--- config.mk ---
export PLATFORM = sky130hd
export DESIGN_NAME = async_serial_status_control
export DESIGN_NICKNAME = d
export VERILOG_FILES = /design/src/hw/uart_ch_pkg.sv /design/src/hw/rx_link_if.sv /design/src/hw/uart_rx_engine.sv /design/src/hw/async_serial_status_control.sv
export SDC_FILE = /design/constraint.sdc
export NUM_CORES = 1
export LEC_CHECK = 0
export BUFFER_PORTS_ARGS = -buffer_cell sky130_fd_sc_hd__clkbuf_2
export CORE_ASPECT_RATIO = 0.9
export CORE_UTILIZATION = 50
export DETAILED_ROUTE_END_ITERATION = 6
export GPL_TIMING_DRIVEN = 0
export HOLD_SLACK_MARGIN = 0.06
export PLACE_DENSITY = 0.65
export SYNTH_ARGS = -nofsm -noshare
export SYNTH_HDL_FRONTEND = slang
export SYNTH_SLANG_ARGS = --single-unit
--- constraint.sdc ---
create_clock -name clk_sys -period 6.6 [get_ports clk_sys]
set_clock_uncertainty 0.2 [all_clocks]
set_input_delay 0.33 -clock clk_sys [delete_from_list [all_inputs] [get_ports clk_sys]]
set_output_delay 0.33 -clock clk_sys [all_outputs]
set_load 0.02 [all_outputs]
--- src/hw/uart_ch_pkg.sv ---
// Constants, types and helpers shared by the serial channel and its receive engine.
// Assumes one system clock and an I/O strobe bus from the CPU core.
package uart_ch_pkg;
    localparam logic [7:0] OFS_CTLA0 = 8'h00;
    localparam logic [7:0] OFS_CTLA1 = 8'h01;
    localparam logic [7:0] OFS_CTLB0 = 8'h02;
    localparam logic [7:0] OFS_CTLB1 = 8'h03;
    localparam logic [7:0] OFS_SERIAL_STATUS_CH0 = 8'h04;
    localparam logic [7:0] OFS_SERIAL_STATUS_CH1 = 8'h05;
    localparam logic [7:0] OFS_TDR0  = 8'h06;
    localparam logic [7:0] OFS_TDR1  = 8'h07;
    localparam logic [7:0] OFS_RDR0  = 8'h08;
    localparam logic [7:0] OFS_RDR1  = 8'h09;
    // Status bits
    localparam int S_RXF = 7;
    localparam int S_OVR = 6;
    localparam int S_PE  = 5;
    localparam int S_FE  = 4;
    localparam int S_RIE = 3;
    localparam int S_DCD = 2;
    localparam int S_TXE = 1;
    localparam int S_TIE = 0;
    // Control A bits
    localparam int A_MPE = 7;
    localparam int A_RE  = 6;
    localparam int A_TE  = 5;
    localparam int A_B4  = 4;
    localparam int A_EFR = 3;
    localparam int A_M2  = 2;
    localparam int A_M1  = 1;
    localparam int A_M0  = 0;
    // Control B bits
    localparam int B_MP_BIT_TX_VALUE = 7;
    localparam int B_MP   = 6;
    localparam int B_CTS  = 5;
    localparam int B_PEO  = 4;
    localparam logic [7:0] CTLA0_RST = 8'h10;
    localparam logic [7:0] CTLA1_RST = 8'h00;
    localparam logic [7:0] CTLB_RST  = 8'h07;
    localparam int OVERSAMPLE = 16;
    localparam int CNT_W      = 6;
    localparam int FRAME_W    = 12;
    typedef enum logic [2:0] {RX_IDLE, RX_START, RX_DATA, RX_EXTRA, RX_STOP} rx_state_type;
    typedef enum logic {TX_IDLE, TX_RUN} tx_state_type;
    // Parity bit that makes the count even, inverted for odd
    function automatic logic par_of(input logic [7:0] d, input logic odd);
        par_of = (^d) ^ odd;
    endfunction
endpackage

--- src/hw/rx_link_if.sv ---
// Link between the channel's register logic and its receive engine.
// Assumes both ends run on clk_sys.
`timescale 1ns/1ns
interface rx_link_if;
    logic       samp_tick;
    logic       rxd;
    logic       hold;
    logic       wide;
    logic       par_en;
    logic       two_stop;
    logic       mp_fmt;
    logic       parity_odd_select;
    logic       done;
    logic [7:0] data;
    logic       fe;
    logic       pe;
    logic       multiproc_flag_bit;
    modport engine (input samp_tick, rxd, hold, wide, par_en, two_stop, mp_fmt, parity_odd_select,
                    output done, data, fe, pe, multiproc_flag_bit);
    modport ctrl (output samp_tick, rxd, hold, wide, par_en, two_stop, mp_fmt, parity_odd_select,
                  input done, data, fe, pe, multiproc_flag_bit);
endinterface

--- src/hw/uart_rx_engine.sv ---
// Receive shift engine: assembles one frame and reports it with its error bits.
// Assumes rxd is already synchronised and samp_tick is a one-cycle oversampling strobe.
`timescale 1ns/1ns
module uart_rx_engine
    import uart_ch_pkg::*;
#(
    parameter int OVS = OVERSAMPLE
)
(
    input wire logic clk_sys,
    input wire logic arst_n,
    rx_link_if.engine lk
);
    rx_state_type     st_r;
    logic [CNT_W-1:0] cnt_r;
    logic [3:0]       bit_r;
    logic [7:0]       sh_r;
    logic             xb_r;
    logic             fe_r;
    logic             stop2_r;
    logic             done_r;
    logic [7:0]       data_r;
    logic             fe_o_r;
    logic             pe_o_r;
    logic             mpb_r;

    wire logic             has_ex   = lk.par_en | lk.mp_fmt;
    wire logic [3:0]       last_bit = lk.wide ? 4'h7 : 4'h6;
    // start bit checked at half a bit, then every full bit
    wire logic [CNT_W-1:0] goal     = (st_r == RX_START) ? CNT_W'(OVS / 2 - 1) : CNT_W'(OVS - 1);
    wire logic             samp     = lk.samp_tick && (cnt_r == goal);
    wire logic [7:0]       dat      = lk.wide ? sh_r : {1'b0, sh_r[7:1]};

    always_ff @(posedge clk_sys or negedge arst_n)
    begin
        if (!arst_n)
        begin
            st_r    <= RX_IDLE;
            cnt_r   <= '0;
            bit_r   <= '0;
            sh_r    <= '0;
            xb_r    <= 1'b0;
            fe_r    <= 1'b0;
            stop2_r <= 1'b0;
            done_r  <= 1'b0;
            data_r  <= '0;
            fe_o_r  <= 1'b0;
            pe_o_r  <= 1'b0;
            mpb_r   <= 1'b0;
        end
        else if (lk.hold)
        begin
            st_r   <= RX_IDLE;
            done_r <= 1'b0;
        end
        else
        begin
            done_r <= 1'b0;
            if (lk.samp_tick)
                cnt_r <= samp ? '0 : cnt_r + 1'b1;
            unique case (st_r)
                RX_IDLE:
                    if (!lk.rxd)
                    begin
                        st_r    <= RX_START;
                        cnt_r   <= '0;
                        fe_r    <= 1'b0;
                        stop2_r <= 1'b0;
                        bit_r   <= '0;
                    end
                RX_START:
                    if (samp)
                        st_r <= lk.rxd ? RX_IDLE : RX_DATA;
                RX_DATA:
                    if (samp)
                    begin
                        sh_r  <= {lk.rxd, sh_r[7:1]};
                        bit_r <= bit_r + 1'b1;
                        if (bit_r == last_bit)
                            st_r <= has_ex ? RX_EXTRA : RX_STOP;
                    end
                RX_EXTRA:
                    if (samp)
                    begin
                        xb_r <= lk.rxd;
                        st_r <= RX_STOP;
                    end
                RX_STOP:
                    if (samp)
                    begin
                        if (lk.two_stop && !stop2_r)
                        begin
                            stop2_r <= 1'b1;
                            fe_r    <= fe_r | !lk.rxd;
                        end
                        else
                        begin
                            st_r   <= RX_IDLE;
                            done_r <= 1'b1;
                            data_r <= dat;
                            fe_o_r <= fe_r | !lk.rxd;
                            pe_o_r <= lk.par_en & !lk.mp_fmt & (par_of(dat, lk.parity_odd_select) ^ xb_r);
                            mpb_r  <= xb_r;
                        end
                    end
            endcase
        end
    end

    assign lk.done = done_r;
    assign lk.data = data_r;
    assign lk.fe   = fe_o_r;
    assign lk.pe   = pe_o_r;
    assign lk.multiproc_flag_bit  = mpb_r;
endmodule // uart_rx_engine

--- src/hw/async_serial_status_control.sv ---
// One asynchronous serial channel: registers, flags, modem lines and transmitter.
// Assumes CPU I/O strobes and samp_tick come from clk_sys logic; pins are asynchronous.
`timescale 1ns/1ns
module async_serial_status_control
    import uart_ch_pkg::*;
#(
    parameter bit IS_CH0 = 1'b1,
    parameter int OVS    = OVERSAMPLE
)
(
    input  wire logic       clk_sys,
    input  wire logic       arst_n,
    input  wire logic [7:0] io_addr,
    input  wire logic [7:0] io_wdata,
    input  wire logic       io_wr,
    input  wire logic       io_rd,
    output logic [7:0]      io_rdata,
    input  wire logic       io_halt_mode,
    input  wire logic       samp_tick,
    input  wire logic       rxd_pin,
    output logic            txd,
    input  wire logic       carrier_detect_ch0,
    input  wire logic       cts_pin,
    output logic            request_to_send_ch0,
    output logic            ch1_ext_clock_pin_disable,
    output logic            sync_serial_rx_data,
    output logic            irq_req
);
    localparam logic [7:0] CTLA_OFS = IS_CH0 ? OFS_CTLA0 : OFS_CTLA1;
    localparam logic [7:0] CTLB_OFS = IS_CH0 ? OFS_CTLB0 : OFS_CTLB1;
    localparam logic [7:0] STAT_OFS = IS_CH0 ? OFS_SERIAL_STATUS_CH0 : OFS_SERIAL_STATUS_CH1;
    localparam logic [7:0] TDR_OFS  = IS_CH0 ? OFS_TDR0 : OFS_TDR1;
    localparam logic [7:0] RDR_OFS  = IS_CH0 ? OFS_RDR0 : OFS_RDR1;
    localparam logic [7:0] CTLA_RST = IS_CH0 ? CTLA0_RST : CTLA1_RST;

    logic [2:0]         s1_r;
    logic [2:0]         s2_r;
    logic               dcd_d_r;
    logic [7:0]         ctla_r;
    logic [7:0]         ctlb_r;
    logic               rie_r;
    logic               tie_r;
    logic               cts_sel_r;
    logic               rx_full_r;
    logic               ovr_r;
    logic               pe_r;
    logic               fe_r;
    logic               dcd_stat_r;
    logic               dcd_rise_r;
    logic               mp_rx_r;
    logic [7:0]         rx_holding_reg;
    logic [7:0]         tx_holding_reg;
    logic               tx_full_r;
    logic [7:0]         rdata_r;
    tx_state_type       tx_st_r;
    logic [FRAME_W-1:0] tx_shift_reg;
    logic [3:0]         tx_left_r;
    logic [CNT_W-1:0]   tx_cnt_r;
    logic               txd_r;

    rx_link_if lk ();

    uart_rx_engine #(
        .OVS (OVS)
    ) u_rx (
        .clk_sys (clk_sys),
        .arst_n  (arst_n),
        .lk      (lk)
    );

    // Pin synchronisers: bit 0 rxd, 1 carrier, 2 clear-to-send
    always_ff @(posedge clk_sys or negedge arst_n)
    begin
        if (!arst_n)
        begin
            s1_r <= 3'b001;
            s2_r <= 3'b001;
        end
        else
        begin
            s1_r <= {cts_pin, carrier_detect_ch0, rxd_pin};
            s2_r <= s1_r;
        end
    end

    wire logic halt    = io_halt_mode;
    wire logic wr_ctla = io_wr && (io_addr == CTLA_OFS);
    wire logic wr_ctlb = io_wr && (io_addr == CTLB_OFS);
    wire logic wr_stat = io_wr && (io_addr == STAT_OFS);
    wire logic wr_tdr  = io_wr && (io_addr == TDR_OFS);
    wire logic wr_rdr  = io_wr && (io_addr == RDR_OFS);
    wire logic rd_stat = io_rd && (io_addr == STAT_OFS);
    wire logic rd_rdr  = io_rd && (io_addr == RDR_OFS);

    wire logic dcd_s    = IS_CH0 ? s2_r[1] : 1'b0;
    wire logic cts_s    = IS_CH0 ? s2_r[2] : (cts_sel_r & s2_r[2]);
    wire logic dcd_hold = dcd_stat_r;
    // Flags stay cleared until the status read that follows the carrier fall
    wire logic clr_all  = dcd_hold | halt;
    wire logic mp_fmt   = ctlb_r[B_MP];

    assign lk.samp_tick = samp_tick;
    assign lk.rxd       = s2_r[0];
    assign lk.hold      = !ctla_r[A_RE] | dcd_hold | halt;
    assign lk.wide      = ctla_r[A_M2];
    assign lk.par_en    = ctla_r[A_M1];
    assign lk.two_stop  = ctla_r[A_M0];
    assign lk.mp_fmt    = mp_fmt;
    assign lk.parity_odd_select       = ctlb_r[B_PEO];

    wire logic acc      = lk.done & !(mp_fmt & ctla_r[A_MPE] & !lk.multiproc_flag_bit);
    // Reading the holding register in the same cycle frees it for the new byte
    wire logic load     = acc & (!rx_full_r | rd_rdr);
    wire logic ovr_set  = acc & rx_full_r & !rd_rdr;
    wire logic efr_clr  = wr_ctla & !io_wdata[A_EFR];
    wire logic tx_empty = !tx_full_r & !cts_s;
    wire logic tx_tick  = samp_tick && (tx_cnt_r == CNT_W'(OVS - 1));
    wire logic tx_move  = tx_full_r && (tx_st_r == TX_IDLE) && ctla_r[A_TE];

    // Control registers
    always_ff @(posedge clk_sys or negedge arst_n)
    begin
        if (!arst_n)
        begin
            ctla_r    <= CTLA_RST;
            ctlb_r    <= CTLB_RST;
            rie_r     <= 1'b0;
            tie_r     <= 1'b0;
            cts_sel_r <= 1'b0;
        end
        else
        begin
            if (wr_ctla)
                ctla_r <= io_wdata;
            if (halt)
            begin
                ctla_r[A_RE] <= 1'b0;
                ctla_r[A_TE] <= 1'b0;
            end
            if (wr_ctlb)
                ctlb_r <= io_wdata;
            if (wr_stat)
            begin
                rie_r     <= io_wdata[S_RIE];
                tie_r     <= io_wdata[S_TIE];
                cts_sel_r <= io_wdata[S_DCD];
            end
        end
    end

    // Receive side flags; a set always beats a clear from software
    always_ff @(posedge clk_sys or negedge arst_n)
    begin
        if (!arst_n)
        begin
            rx_full_r      <= 1'b0;
            ovr_r          <= 1'b0;
            pe_r           <= 1'b0;
            fe_r           <= 1'b0;
            mp_rx_r        <= 1'b0;
            rx_holding_reg <= '0;
        end
        else
        begin
            if (clr_all)
                rx_full_r <= 1'b0;
            else if (load)
                rx_full_r <= 1'b1;
            else if (rd_rdr)
                rx_full_r <= 1'b0;
            if (load)
                rx_holding_reg <= lk.data;
            else if (wr_rdr && !rx_full_r)
                rx_holding_reg <= io_wdata;
            if (clr_all)
            begin
                ovr_r <= 1'b0;
                pe_r  <= 1'b0;
                fe_r  <= 1'b0;
            end
            else
            begin
                ovr_r <= ovr_set | (ovr_r & !efr_clr);
                pe_r  <= (load & lk.pe) | (pe_r & !efr_clr);
                fe_r  <= (load & lk.fe) | (fe_r & !efr_clr);
            end
            if (lk.done && mp_fmt)
                mp_rx_r <= lk.multiproc_flag_bit;
        end
    end

    // Carrier status and its rising edge
    always_ff @(posedge clk_sys or negedge arst_n)
    begin
        if (!arst_n)
        begin
            dcd_d_r    <= 1'b0;
            dcd_stat_r <= 1'b0;
            dcd_rise_r <= 1'b0;
        end
        else
        begin
            dcd_d_r <= dcd_s;
            if (dcd_s)
                dcd_stat_r <= 1'b1;
            else if (rd_stat)
                dcd_stat_r <= 1'b0;
            dcd_rise_r <= (dcd_s & !dcd_d_r) | (dcd_rise_r & !rd_stat);
        end
    end

    // frame image, start bit at bit 0
    function automatic logic [FRAME_W+3:0] tx_frame(input logic [7:0] d,
                                                    input logic [7:0] a,
                                                    input logic [7:0] b);
        logic [FRAME_W-1:0] f;
        logic [7:0]         dm;
        logic               ex;
        logic               xb;
        f  = {3'b111, d, 1'b0};
        dm = a[A_M2] ? d : {1'b0, d[6:0]};
        ex = a[A_M1] | b[B_MP];
        xb = b[B_MP] ? b[B_MP_BIT_TX_VALUE] : par_of(dm, b[B_PEO]);
        if (a[A_M2])
            f[9] = ex ? xb : 1'b1;
        else
            f[8] = ex ? xb : 1'b1;
        // Count runs from start bit through last stop, so back-to-back frames keep their stop
        tx_frame = {4'(4'd9 + {3'b000, a[A_M2]} + {3'b000, ex} + {3'b000, a[A_M0]}), f};
    endfunction

    wire logic [FRAME_W+3:0] frame = tx_frame(tx_holding_reg, ctla_r, ctlb_r);

    // Transmit holding register and shifter
    always_ff @(posedge clk_sys or negedge arst_n)
    begin
        if (!arst_n)
        begin
            tx_full_r      <= 1'b0;
            tx_holding_reg <= '0;
            tx_st_r        <= TX_IDLE;
            tx_shift_reg   <= '1;
            tx_left_r      <= '0;
            tx_cnt_r       <= '0;
            txd_r          <= 1'b1;
        end
        else
        begin
            // write fills flag, move empties it
            if (halt)
                tx_full_r <= 1'b0;
            else if (wr_tdr)
                tx_full_r <= 1'b1;
            else if (tx_move)
                tx_full_r <= 1'b0;
            if (wr_tdr)
                tx_holding_reg <= io_wdata;
            if (samp_tick)
                tx_cnt_r <= tx_tick ? '0 : tx_cnt_r + 1'b1;
            if (!ctla_r[A_TE] || halt)
            begin
                tx_st_r <= TX_IDLE;
                txd_r   <= 1'b1;
            end
            else if (tx_move)
            begin
                tx_st_r      <= TX_RUN;
                txd_r        <= frame[0];
                tx_shift_reg <= {1'b1, frame[FRAME_W-1:1]};
                tx_left_r    <= frame[FRAME_W+3:FRAME_W] - 1'b1;
                tx_cnt_r     <= '0;
            end
            // lsb first, one bit per period
            else if (tx_st_r == TX_RUN && tx_tick)
            begin
                if (tx_left_r == '0)
                begin
                    tx_st_r <= TX_IDLE;
                    txd_r   <= 1'b1;
                end
                else
                begin
                    txd_r        <= tx_shift_reg[0];
                    tx_shift_reg <= {1'b1, tx_shift_reg[FRAME_W-1:1]};
                    tx_left_r    <= tx_left_r - 1'b1;
                end
            end
        end
    end

    wire logic [7:0] stat_v = {rx_full_r, ovr_r, pe_r, fe_r, rie_r,
                               IS_CH0 ? dcd_stat_r : cts_sel_r, tx_empty, tie_r};
    wire logic [7:0] ctla_v = {ctla_r[7:4], mp_rx_r, ctla_r[2:0]};
    wire logic [7:0] ctlb_v = {ctlb_r[7:6], cts_s, ctlb_r[4:0]};
    wire logic [7:0] rd_mux = (io_addr == STAT_OFS) ? stat_v :
                              (io_addr == CTLA_OFS) ? ctla_v :
                              (io_addr == CTLB_OFS) ? ctlb_v :
                              (io_addr == TDR_OFS)  ? tx_holding_reg :
                              (io_addr == RDR_OFS)  ? rx_holding_reg : 8'h00;

    always_ff @(posedge clk_sys or negedge arst_n)
    begin
        if (!arst_n)
            rdata_r <= '0;
        else if (io_rd)
            rdata_r <= rd_mux;
    end

    assign io_rdata = rdata_r;
    assign txd = txd_r;
    assign request_to_send_ch0 = IS_CH0 ? ctla_r[A_B4] : 1'b1;
    assign ch1_ext_clock_pin_disable = IS_CH0 ? 1'b0 : ctla_r[A_B4];
    assign sync_serial_rx_data = s2_r[2];
    assign irq_req = (rie_r & (rx_full_r | ovr_r | pe_r | fe_r | dcd_rise_r)) | (tie_r & tx_empty);
endmodule // async_serial_status_control

==> metrics.cfg, run 1 <==
[setup_path]
cp.arrival_ns=2.76
reg2reg_to=u_rx.lk.fe$_DFFE_PN0P_
r2r-start=dcd_hold$_DFFE_PN0P_
reg2regPathDepth=7
crit_required_ns=6.63
regToRegSetupSlack_ns=4.11
crit_type=in -> reg
end_kind=flop
critical_path.endpoint=u_rx.lk.fe$_DFFE_PN0P_
crit_start=io_halt_mode
start_kind=primary input
worstPathMaxFanout=10

[grt]
grtUsageTotal=0.243
grt_max_degree=113
grt_pass1_vias=4202
grt_first_pass_wirelength_microns=21600
overflow=0
antenna_found_initial=1

[timing]
period_minus_slack_ns=2.73
finalMaxSlewViolations=0
finalSetupViolCount=0
hold_ws_ns=0.0824
totalNegativeSetupSlack_ns=0
max_freq_ghz=0.367
rsz0062_at_grt=false
post-route-period-util=0.413
hold_violations=0
slew_headroom=0.412
worst_slew_pin_slew_ns=0.883

[yosys]
syn-num-nets=576
syn_area_per_cell_sq_um=10.4
ys_ff_latch=112
synth_xor_area_frac=0.0365
ys_seq_area_frac=0.499
synth_simple_gate_area_share=0.173
synth_edf_count=0
synth_warnings=0
synthCells=546
synth-async-reset-ratio=1.00
synth_compound_area_frac=0.140
netlist-cell-type-count=65
synth_top_family_by_area=simple AND/OR/NAND/NOR gates
synth_ff_type=dfrtp_1
synth.area.mux_share=0.108
synthAdderAreaFrac=0.0124
syn-cell-area_sq_um=5660

[drt]
routed-via-count=4350
vias_per_cell=5.76
dr.pass1.iters=5
avgRoutedWirePerCell_microns=17.7
ant_nets=0
drt_iter0_drc=312
wirelength_microns=13400
drc=0

[placed_design]
place_area_sq_um=6030
dpl.hpwl_microns=9320
place.gp.congestion=0.890
dp_cells=733
numPortBuffers=35

[clocking]
cts.clk_slew.worst_paths_ns=0.08
cts_sinks=112
clock-root-buffer=clkbuf_16
clk_latency_ns=0.36
cts_tree=built
cts_buffers=9
post_cts_buffers=0
cts.path.max_buffers=2
htreeDepth=3

[floorplan]
die_x_microns=114
fp-row-count=36
fp.dieH_microns=103
dieArea_sq_um=11700
start_util=0.519
io_pins=38
coreArea_sq_um=10900

[final_layout]
area_delta_synth_final_pct=13.8
antenna_cells=0
fin_cells=755
largest_reg_flops=9
nNetsFinal=628
finalInstanceArea_sq_um=6440
drive_gt1_frac=0.201

[job]
drv_cap=0

[pwr]
leakage_nw=2.75
finalPower_mw=1.50
peakVddDrop_v=0.000188
powerDensity_nw_per_um2=233

[outcome]
outcome=finished clean

[worst_hold_path]
hold_path_class=in -> reg

==> critical path: stages <==
cell           delay [ns]
dlygate4sd3_1        0.53
clkbuf_2             0.18
or3b_1               0.38
buf_2                0.18
or3_1                0.35
nand2b_1             0.20
buf_2                0.20
nor3b_1              0.32
a21oi_1              0.08
==> synthesized netlist by cell type, types with 3 or more instances <==
master | n | area, sq um
o21ai_0 | 59 | 295
xnor2_1 | 16 | 140
and2_1 | 3 | 18.8
inv_1 | 11 | 41.3
nand3b_1 | 4 | 30.0
nand2_1 | 76 | 285
ha_1 | 4 | 50.1
xor2_1 | 5 | 43.8
nand2b_1 | 14 | 87.6
clkbuf_1 | 12 | 45.0
dfrtp_1 | 96 | 2400
nor2_1 | 19 | 71.3
o21ai_1 | 4 | 20.0
and3_1 | 4 | 25.0
o22ai_1 | 10 | 62.6
a31oi_1 | 10 | 62.6
a221o_1 | 7 | 70.1
nor4_1 | 3 | 18.8
nand3_1 | 11 | 55.1
nor3b_1 | 7 | 52.6
nor2b_1 | 3 | 18.8
buf_2 | 6 | 30.0
mux2i_1 | 25 | 250
a21oi_1 | 24 | 120
nand4_1 | 5 | 31.3
buf_4 | 3 | 22.5
mux2_2 | 30 | 338
dfstp_2 | 16 | 420
or2_2 | 4 | 25.0
o31ai_1 | 3 | 22.5
nor3_1 | 7 | 35.0
==> cell type report <==
cell class | instances | area, sq um
fillers | 947 | 4460
flip-flops and latches | 112 | 2820
multi-input cells | 398 | 2670
repair buffers | 41 | 244
clock buffers | 9 | 225
well taps | 152 | 190
clock inverters | 7 | 124
plain buffers | 24 | 124
inverters | 12 | 45.0
==> power breakdown <==
group / switching [mW] / leakage, nW / internal (mW)
Combinational: 0.0708 / 1.16 / 0.0508
Clock: 0.264 / 0.167 / 0.375
Sequential: 0.0260 / 1.43 / 0.715
==> cells by family (layout without fill, tap and decap cells) <==
family          count (synthesis)  in the layout
other cells                     1              1
compound gates                133            133
buf+inv                        36             93
simple gates                  180            180
fa+ha+maj                       5              5
mux                            57             57
xor+xnor                       22             22
flops                         112            112
==> metal layers <==
| layer | wire length (microns) | GRT usage | share of wire |
|---|---|---|---|
| met1 | 6250 | 0.330 | 0.47 |
| met4 | 233 | 0.0719 | 0.017 |
| met3 | 657 | 0.0606 | 0.049 |
| met5 | 14 | 0 | 0.0010 |
| met2 | 6240 | 0.388 | 0.47 |
==> timing repair <==
action	4_1_cts	5_1_grt
gates resized for setup	0	0
hold endpoints to repair	103	0
hold buffers	6	0
==> worst min-delay path by stage <==
stage,slack [ns],startpoint,to,cells past startpoint
finish,0.08,io_wdata[2],ctla_r[2]$_DFFE_PN0N_,2
global placement,0.13,s1_r[1]$_DFF_PN0_,s2_r[1]$_DFF_PN0_,0
floorplan,-0.17,arst_n,ctla_r[0]$_DFFE_PN0N_,0
global route,0.08,io_wdata[2],ctla_r[2]$_DFFE_PN0N_,2
detailed placement,0.13,s1_r[1]$_DFF_PN0_,s2_r[1]$_DFF_PN0_,0
CTS,0.06,io_wdata[6],ctlb_r[6]$_DFFE_PN0P_,3
==> cells in the final DEF, fill, tap and decap left out, drive strengths merged, types with 4 or more instances in the layout <==
| cell type | Yosys | layout |
|---|---|---|
| o22ai | 10 | 10 |
| a221o | 7 | 7 |
| nand3b | 4 | 4 |
| mux2i | 25 | 25 |
| clkbuf | 12 | 56 |
| o21ai | 63 | 63 |
| xnor2 | 16 | 16 |
| nand3 | 11 | 11 |
| ha | 4 | 4 |
| mux2 | 32 | 32 |
| or2 | 6 | 6 |
| dlygate4sd3 | 0 | 6 |
| nand2 | 76 | 76 |
| buf | 12 | 12 |
| inv | 11 | 14 |
| xor2 | 5 | 5 |
| nand4 | 5 | 5 |
| a31oi | 10 | 10 |
| a21oi | 25 | 25 |
| dfrtp | 96 | 96 |
| dfstp | 16 | 16 |
| nor2 | 19 | 19 |
| nor4 | 5 | 5 |
| nand2b | 14 | 14 |
| and3 | 4 | 4 |
| nor3 | 9 | 9 |
| nor3b | 8 | 8 |
==> metrics by stage <==
step	utilization	setup slack (ns)
6_report	0.591	3.87
5_1_grt	0.591	3.77
3_3_place_gp	0.552	3.40
4_1_cts	0.591	3.88
3_5_place_dp	0.553	4.07
2_1_floorplan	-	4.41
(Power assumes the default switching activity.)
==> run 2: changes to the inputs <==
PLACE_DENSITY = 0.68   (was 0.65)
clock period = 2.4 ns   (was 6.6 ns; I/O delays follow)
==> run 2 against run 1 <==
  * Cell area rose by 1.3%
  * Combinational power rose to 2.9 times the previous value
  * Register-to-register slack got worse by 4.1 ns
  * Non-clock buffer count grew 12
  * First-iteration DRC count down 14%
  * Critical endpoint unchanged
  * Flip-flop and latch count is the same
  * Clock-buffer cell count rose by 4
==> metrics.cfg, run 2 (synthesis gave the netlist of run 1 again) <==
[pwr]
seqPwrFrac=0.541
powerDensity_nw_per_um2=578
peakVddDrop_v=0.000338
leakage_nw=2.78
pwr-share-comb=0.094
internal-power_mw=2.83
power.switching_mw=0.948
switching_share=0.251
clkPwrFrac=0.365
finalPower_mw=3.77

[setup_path]
crit_slowest_cell=dlygate4sd3_1
end_kind=flop
crit_buf_inv=4
path_cells=dlygate4sd3_1 -> clkbuf_2 -> or3b_1 -> buf_2 -> or3_1 -> nand2b_1 -> buf_4 -> nor3b_2 -> a21oi_1
cpLargestDelayFamily=simple AND/OR/NAND/NOR gates
r2r-start=dcd_hold$_DFFE_PN0P_
crit_required_ns=2.44
reg2reg_to=u_rx.lk.fe$_DFFE_PN0P_
cp.arrival_ns=2.41
start_kind=primary input
worstPathMaxFanout=10
reg2regPathDepth=7
regToRegSetupSlack_ns=0.05
max_stage_delay_ns=0.54
crit_type=in -> reg

[clocking]
htreeDepth=3
cts_buffers=9
clk_latency_ns=0.36
cts_tree=built
clock-root-buffer=clkbuf_16
cts.path.max_buffers=2
cts.clk_slew.worst_paths_ns=0.07
cts_sinks=112

[drt]
wirelength_microns=13200
routed-via-count=4405
ant_nets=0
avgRoutedWirePerCell_microns=17.2
dr.pass1.iters=5
vias_per_cell=5.74
drt_iter0_drc=269
drc=0

[placed_design]
place.gp.congestion=0.886
numPortBuffers=35
dpl.hpwl_microns=9040

[floorplan]
fp.dieH_microns=103
io_pins=38
start_util=0.519
dieArea_sq_um=11700
coreArea_sq_um=10900
die_x_microns=114
fp-row-count=36

[timing]
period_minus_slack_ns=2.37
finalSetupViolCount=0
worst_slew_pin_slew_ns=0.866
hold_ws_ns=0.100
totalNegativeSetupSlack_ns=0
post-route-period-util=0.986
hold_violations=0
slew_headroom=0.423
max_freq_ghz=0.422
finalMaxSlewViolations=0

[final_layout]
largest_reg_flops=9
final_cell_mix=dfrtp_1, nand2_1, o21ai_0
multiInputGateArea_sq_um=2720
seqCellArea_sq_um=2820
final_common_cell=dfrtp_1
antenna_cells=0
final_core_util=0.599
nFillCells=957
nNetsFinal=640
drive_gt1_frac=0.205
area_delta_synth_final_pct=15.4

[outcome]
outcome=finished clean

[worst_hold_path]
hold_path_class=in -> reg
min_from=io_addr[0]
hold_depth=5
hold_end=io_rdata[5]$_DFFE_PN0P_

[grt]
antenna_found_initial=0
grtUsageMet3=0.0547
grt_max_degree=113
top_usage_layer=met2
grt_util_met2=0.387
grt_pass1_vias=4192
overflow=0
grtUsageTotal=0.243
grt_first_pass_wirelength_microns=21700
use_met1=0.341

[job]
drv_cap=0

[run 2: what timing repair did]
item | CTS | global route
buffers inserted | 0 | 0
endpoints found under the hold margin | 145 | 0
endpoints found under the setup margin | 1 | 41
resized for setup | 1 | 13
hold buffers | 18 | 0
pin swaps | 0 | 1
[run 2: cell type report]
type / instances / share of cell area
plain buffers: 24 / 0.0196
multi-input cells: 398 / 0.416
repair buffers: 53 / 0.0558
clock inverters: 3 / 0.00288
clock buffers: 13 / 0.0368
flip-flops and latches: 112 / 0.433
inverters: 12 / 0.00690
well taps: 152 / 0.0291
[run 2: stage by stage]
stage               setup slack, ns  instance area (sq um)  std cells
floorplan                     0.321                   5660        546
global placement             -0.569                   6020        733
detailed placement          -0.0474                   6030        733
CTS                          0.0136                   6470        767
global route               -0.00664                   6530        767
finish                       0.0326                   6530        767
[run 2: worst register-to-register path: stages (launching register included)]
cell and delay, ns:
dfrtp_2 0.46, or3b_1 0.36, buf_2 0.18, or3_1 0.37, nand2b_1 0.21, buf_4 0.19, nor3b_2 0.21, a21oi_1 0.06
[run 2: worst max path at each step]
stage	slack [ns]	endpoint	from	depth (start not counted)
finish	0.03	u_rx.lk.fe$_DFFE_PN0P_	io_halt_mode	9
global route	-0.007	u_rx.lk.fe$_DFFE_PN0P_	io_halt_mode	9
CTS	0.01	u_rx.lk.fe$_DFFE_PN0P_	dcd_hold$_DFFE_PN0P_	7
detailed placement	-0.05	u_rx.lk.fe$_DFFE_PN0P_	dcd_hold$_DFFE_PN0P_	7
global placement	-0.57	u_rx.sh_r[4]$_DFFE_PN0P_	arst_n	1
floorplan	0.32	u_rx.lk.fe$_DFFE_PN0P_	dcd_hold$_DFFE_PN0P_	7
[run 2: power groups by stage]
stage | logic, mW | registers, mW | clock network, mW
4_1_cts | 0.357 | 2.04 | 1.41
3_3_place_gp | 0.318 | 2.07 | 0
6_report | 0.356 | 2.04 | 1.38
3_5_place_dp | 0.332 | 2.07 | 0
5_1_grt | 0.402 | 2.05 | 1.47
2_1_floorplan | 0.191 | 2.06 | 0
[run 2: metal layers]
layer | part of all wire | wire, microns
met1 | 0.47 | 6210
met5 | 0 | 0
met4 | 0.012 | 161
met2 | 0.46 | 6100
met3 | 0.055 | 731
==> run 3: changes to the inputs <==
HOLD_SLACK_MARGIN = default   (was 0.06)
PLACE_DENSITY = 0.67   (was 0.68)
SYNTH_HIERARCHICAL = 1   (was default)
==> run 3 against run 2 <==
  * Via count down 2.2%
  * Routed wire length down 2.1%
  * Die area increased by 0.63%
  * Critical path depth shrank 1
  * Core utilization grew 0.085 points
  * Sequential power barely moved
  * Global-route usage decreased by 0.41 points
  * First-iteration DRC count increased by 0.37%
  * Cell count is 0.13% higher
  * Synthesized cell count increased by 0.37%
  * Flip-flop and latch count is the same
  * Critical endpoint is now tx_left_r[0]$_DFFE_PN0P_
  * Highest routed layer unchanged
  * Largest cell class unchanged
==> metrics.cfg, run 3 <==
[pwr]
pwr-share-comb=0.088
leakage_nw=2.79
switching_share=0.245
internal-power_mw=2.96
powerDensity_nw_per_um2=598
power.switching_mw=0.960
seqPwrFrac=0.525
peakVddDrop_v=0.000356
clkPwrFrac=0.387

[yosys]
ys_ff_latch=112
netlist.area_leader.share=0.422
yosys-top-cells-count=dfrtp_1, nand2_1, o21ai_0
syn_area_per_cell_sq_um=10.4
synthCells=548
netlist-cell-type-count=70
synth_ff_type=dfrtp_1
syn-num-nets=579
ys_seq_area_frac=0.496
synth_warnings=6
yosysTopAreaCell=dfrtp_1
synth-async-reset-ratio=1.00
synth_most_common_cell=dfrtp_1
synth_edf_count=0
synth.area.top_cells=dfrtp_1, dfstp_2, mux2_2
syn-cell-area_sq_um=5690

[drt]
drt_iter0_drc=270
avgRoutedWirePerCell_microns=16.8
vias_per_cell=5.61
dr.pass1.iters=5
routed-via-count=4310
ant_nets=0
drc=0
wirelength_microns=12900

[floorplan]
die_x_microns=114
fp-row-count=36
fp.dieH_microns=103
start_util=0.520
io_pins=38
coreArea_sq_um=10900
dieArea_sq_um=11800

[final_layout]
antenna_cells=0
final_cell_mix=dfrtp_1, nand2_1, o21ai_0
multiInputGateArea_sq_um=2690
largest_reg_flops=9
nFillCells=962
finalInstanceArea_sq_um=6560
final_core_util=0.600
fin_cells=768
drive_gt1_frac=0.198
nNetsFinal=642
final_common_cell=dfrtp_1
seqCellArea_sq_um=2820
area_delta_synth_final_pct=15.3

[grt]
grt_pass1_vias=4301
antenna_found_initial=0
grt_first_pass_wirelength_microns=21500
overflow=0
grt_max_degree=113
grtUsageTotal=0.239

[clocking]
cts_sinks=112
cts_buffers=9
cts.clk_slew.worst_paths_ns=0.07
htreeDepth=3
clock-root-buffer=clkbuf_16
cts_tree=built
clk_latency_ns=0.35
cts.path.max_buffers=2

[timing]
post-route-period-util=0.967
worst_slack_ns=0.0791
period_minus_slack_ns=2.32
worst_slew_pin_slew_ns=0.889
max_freq_ghz=0.431
finalSetupViolCount=0
slew_headroom=0.408
hold_violations=0
finalMaxSlewViolations=0

[placed_design]
numPortBuffers=35
pre_cts_ws_ns=-0.0959
place_area_sq_um=6070
dpl.hpwl_microns=9050
place.gp.congestion=0.899
dp_cells=735

[worst_hold_path]
hold_path_class=in -> reg

[setup_path]
cp.arrival_ns=2.35
max_stage_delay_ns=0.51
end_kind=flop
worstPathMaxFanout=10
crit_required_ns=2.43
crit_slowest_cell=or3b_2
start_kind=flop
crit_type=reg -> reg
path_cells=inv_1 -> ha_1 -> or3b_2 -> a41oi_4 -> nor2_1 -> buf_2 -> nand3_1 -> o211ai_1

[job]
drv_cap=0

[outcome]
outcome=finished clean

[run 3: cell families after synthesis]
logic type / Yosys count / share of synthesized area
compound gates: 130 / 0.145
xor+xnor: 25 / 0.0422
fa+ha+maj: 6 / 0.0145
buf+inv: 47 / 0.0369
flops: 112 / 0.496
mux: 53 / 0.101
other cells: 1 / 0.000659
simple gates: 174 / 0.164
[run 3: metal layers]
layer	routed length, microns	vias to the layer above	part of all wire	global-route usage
met2	6040	97	0.47	0.386
met4	174	0	0.013	0.0759
met1	6190	2124	0.48	0.329
met3	527	14	0.041	0.0455
met5	0	-	0	0
li1	-	2075	-	-
[run 3: what timing repair did]
| item | CTS | global route |
|---|---|---|
| endpoints found under the hold margin | 143 | 0 |
| hold buffers | 17 | 0 |
| gates resized for setup | 2 | 5 |
| setup buffers | 0 | 0 |
| setup endpoints to repair | 10 | 11 |
[run 3: final cells by class]
class	count	area share
Clock buffer	12	0.0376
Inverter	20	0.0114
Tap cell	152	0.0290
Clock inverter	4	0.00782
Sequential cell	112	0.430
Timing Repair Buffer	52	0.0540
Multi-Input combinational cell	389	0.409
Buffer	27	0.0210
[run 3: worst paths after layout]
kind	slack, ns	depth (start not counted)	to	startpoint
setup / recovery	0.08	8	tx_left_r[0]$_DFFE_PN0P_	tx_left_r[0]$_DFFE_PN0P_
hold / removal	0.12	4	tx_full_r$_DFFE_PN0P_	io_addr[3]
setup reg to reg	0.08	8	tx_left_r[0]$_DFFE_PN0P_	tx_left_r[0]$_DFFE_PN0P_
hold reg to reg	0.16	0	s2_r[1]$_DFF_PN0_	s1_r[1]$_DFF_PN0_
max in group asynchronous	1.13	2	tx_holding_reg[2]$_DFFE_PN0P_	arst_n
min in group asynchronous	0.22	2	io_rdata[2]$_DFFE_PN0P_	arst_n
[run 3: per-stage QoR]
stage | setup TNS [ns] | power [mW] | hold WS (ns)
after floorplan | 0 | 2.27 | -0.376
after global placement | -48.78 | 2.39 | 0.0115
after detailed placement | -0.152 | 2.41 | 0.00886
after CTS | 0 | 3.95 | 0.0956
after global routing | -0.0297 | 4.08 | 0.131
final | 0 | 3.92 | 0.121
[run 3: critical path, delay by kind of cell, from the launching register on]
family	cells	cell delay (ns)
buffers and inverters	2	0.33
AOI/OAI and AO/OA	2	0.41
DFF	1	0.39
adders and majority gates	1	0.16
and+or+nand+nor	3	0.71
[run 3: power by group through the flow]
stage | sequential (mW) | clock (mW) | combinational (mW)
after global placement | 2.09 | 0 | 0.305
after floorplan | 2.07 | 0 | 0.199
after detailed placement | 2.09 | 0 | 0.319
final | 2.06 | 1.52 | 0.345
after global routing | 2.07 | 1.62 | 0.386
after CTS | 2.06 | 1.55 | 0.343
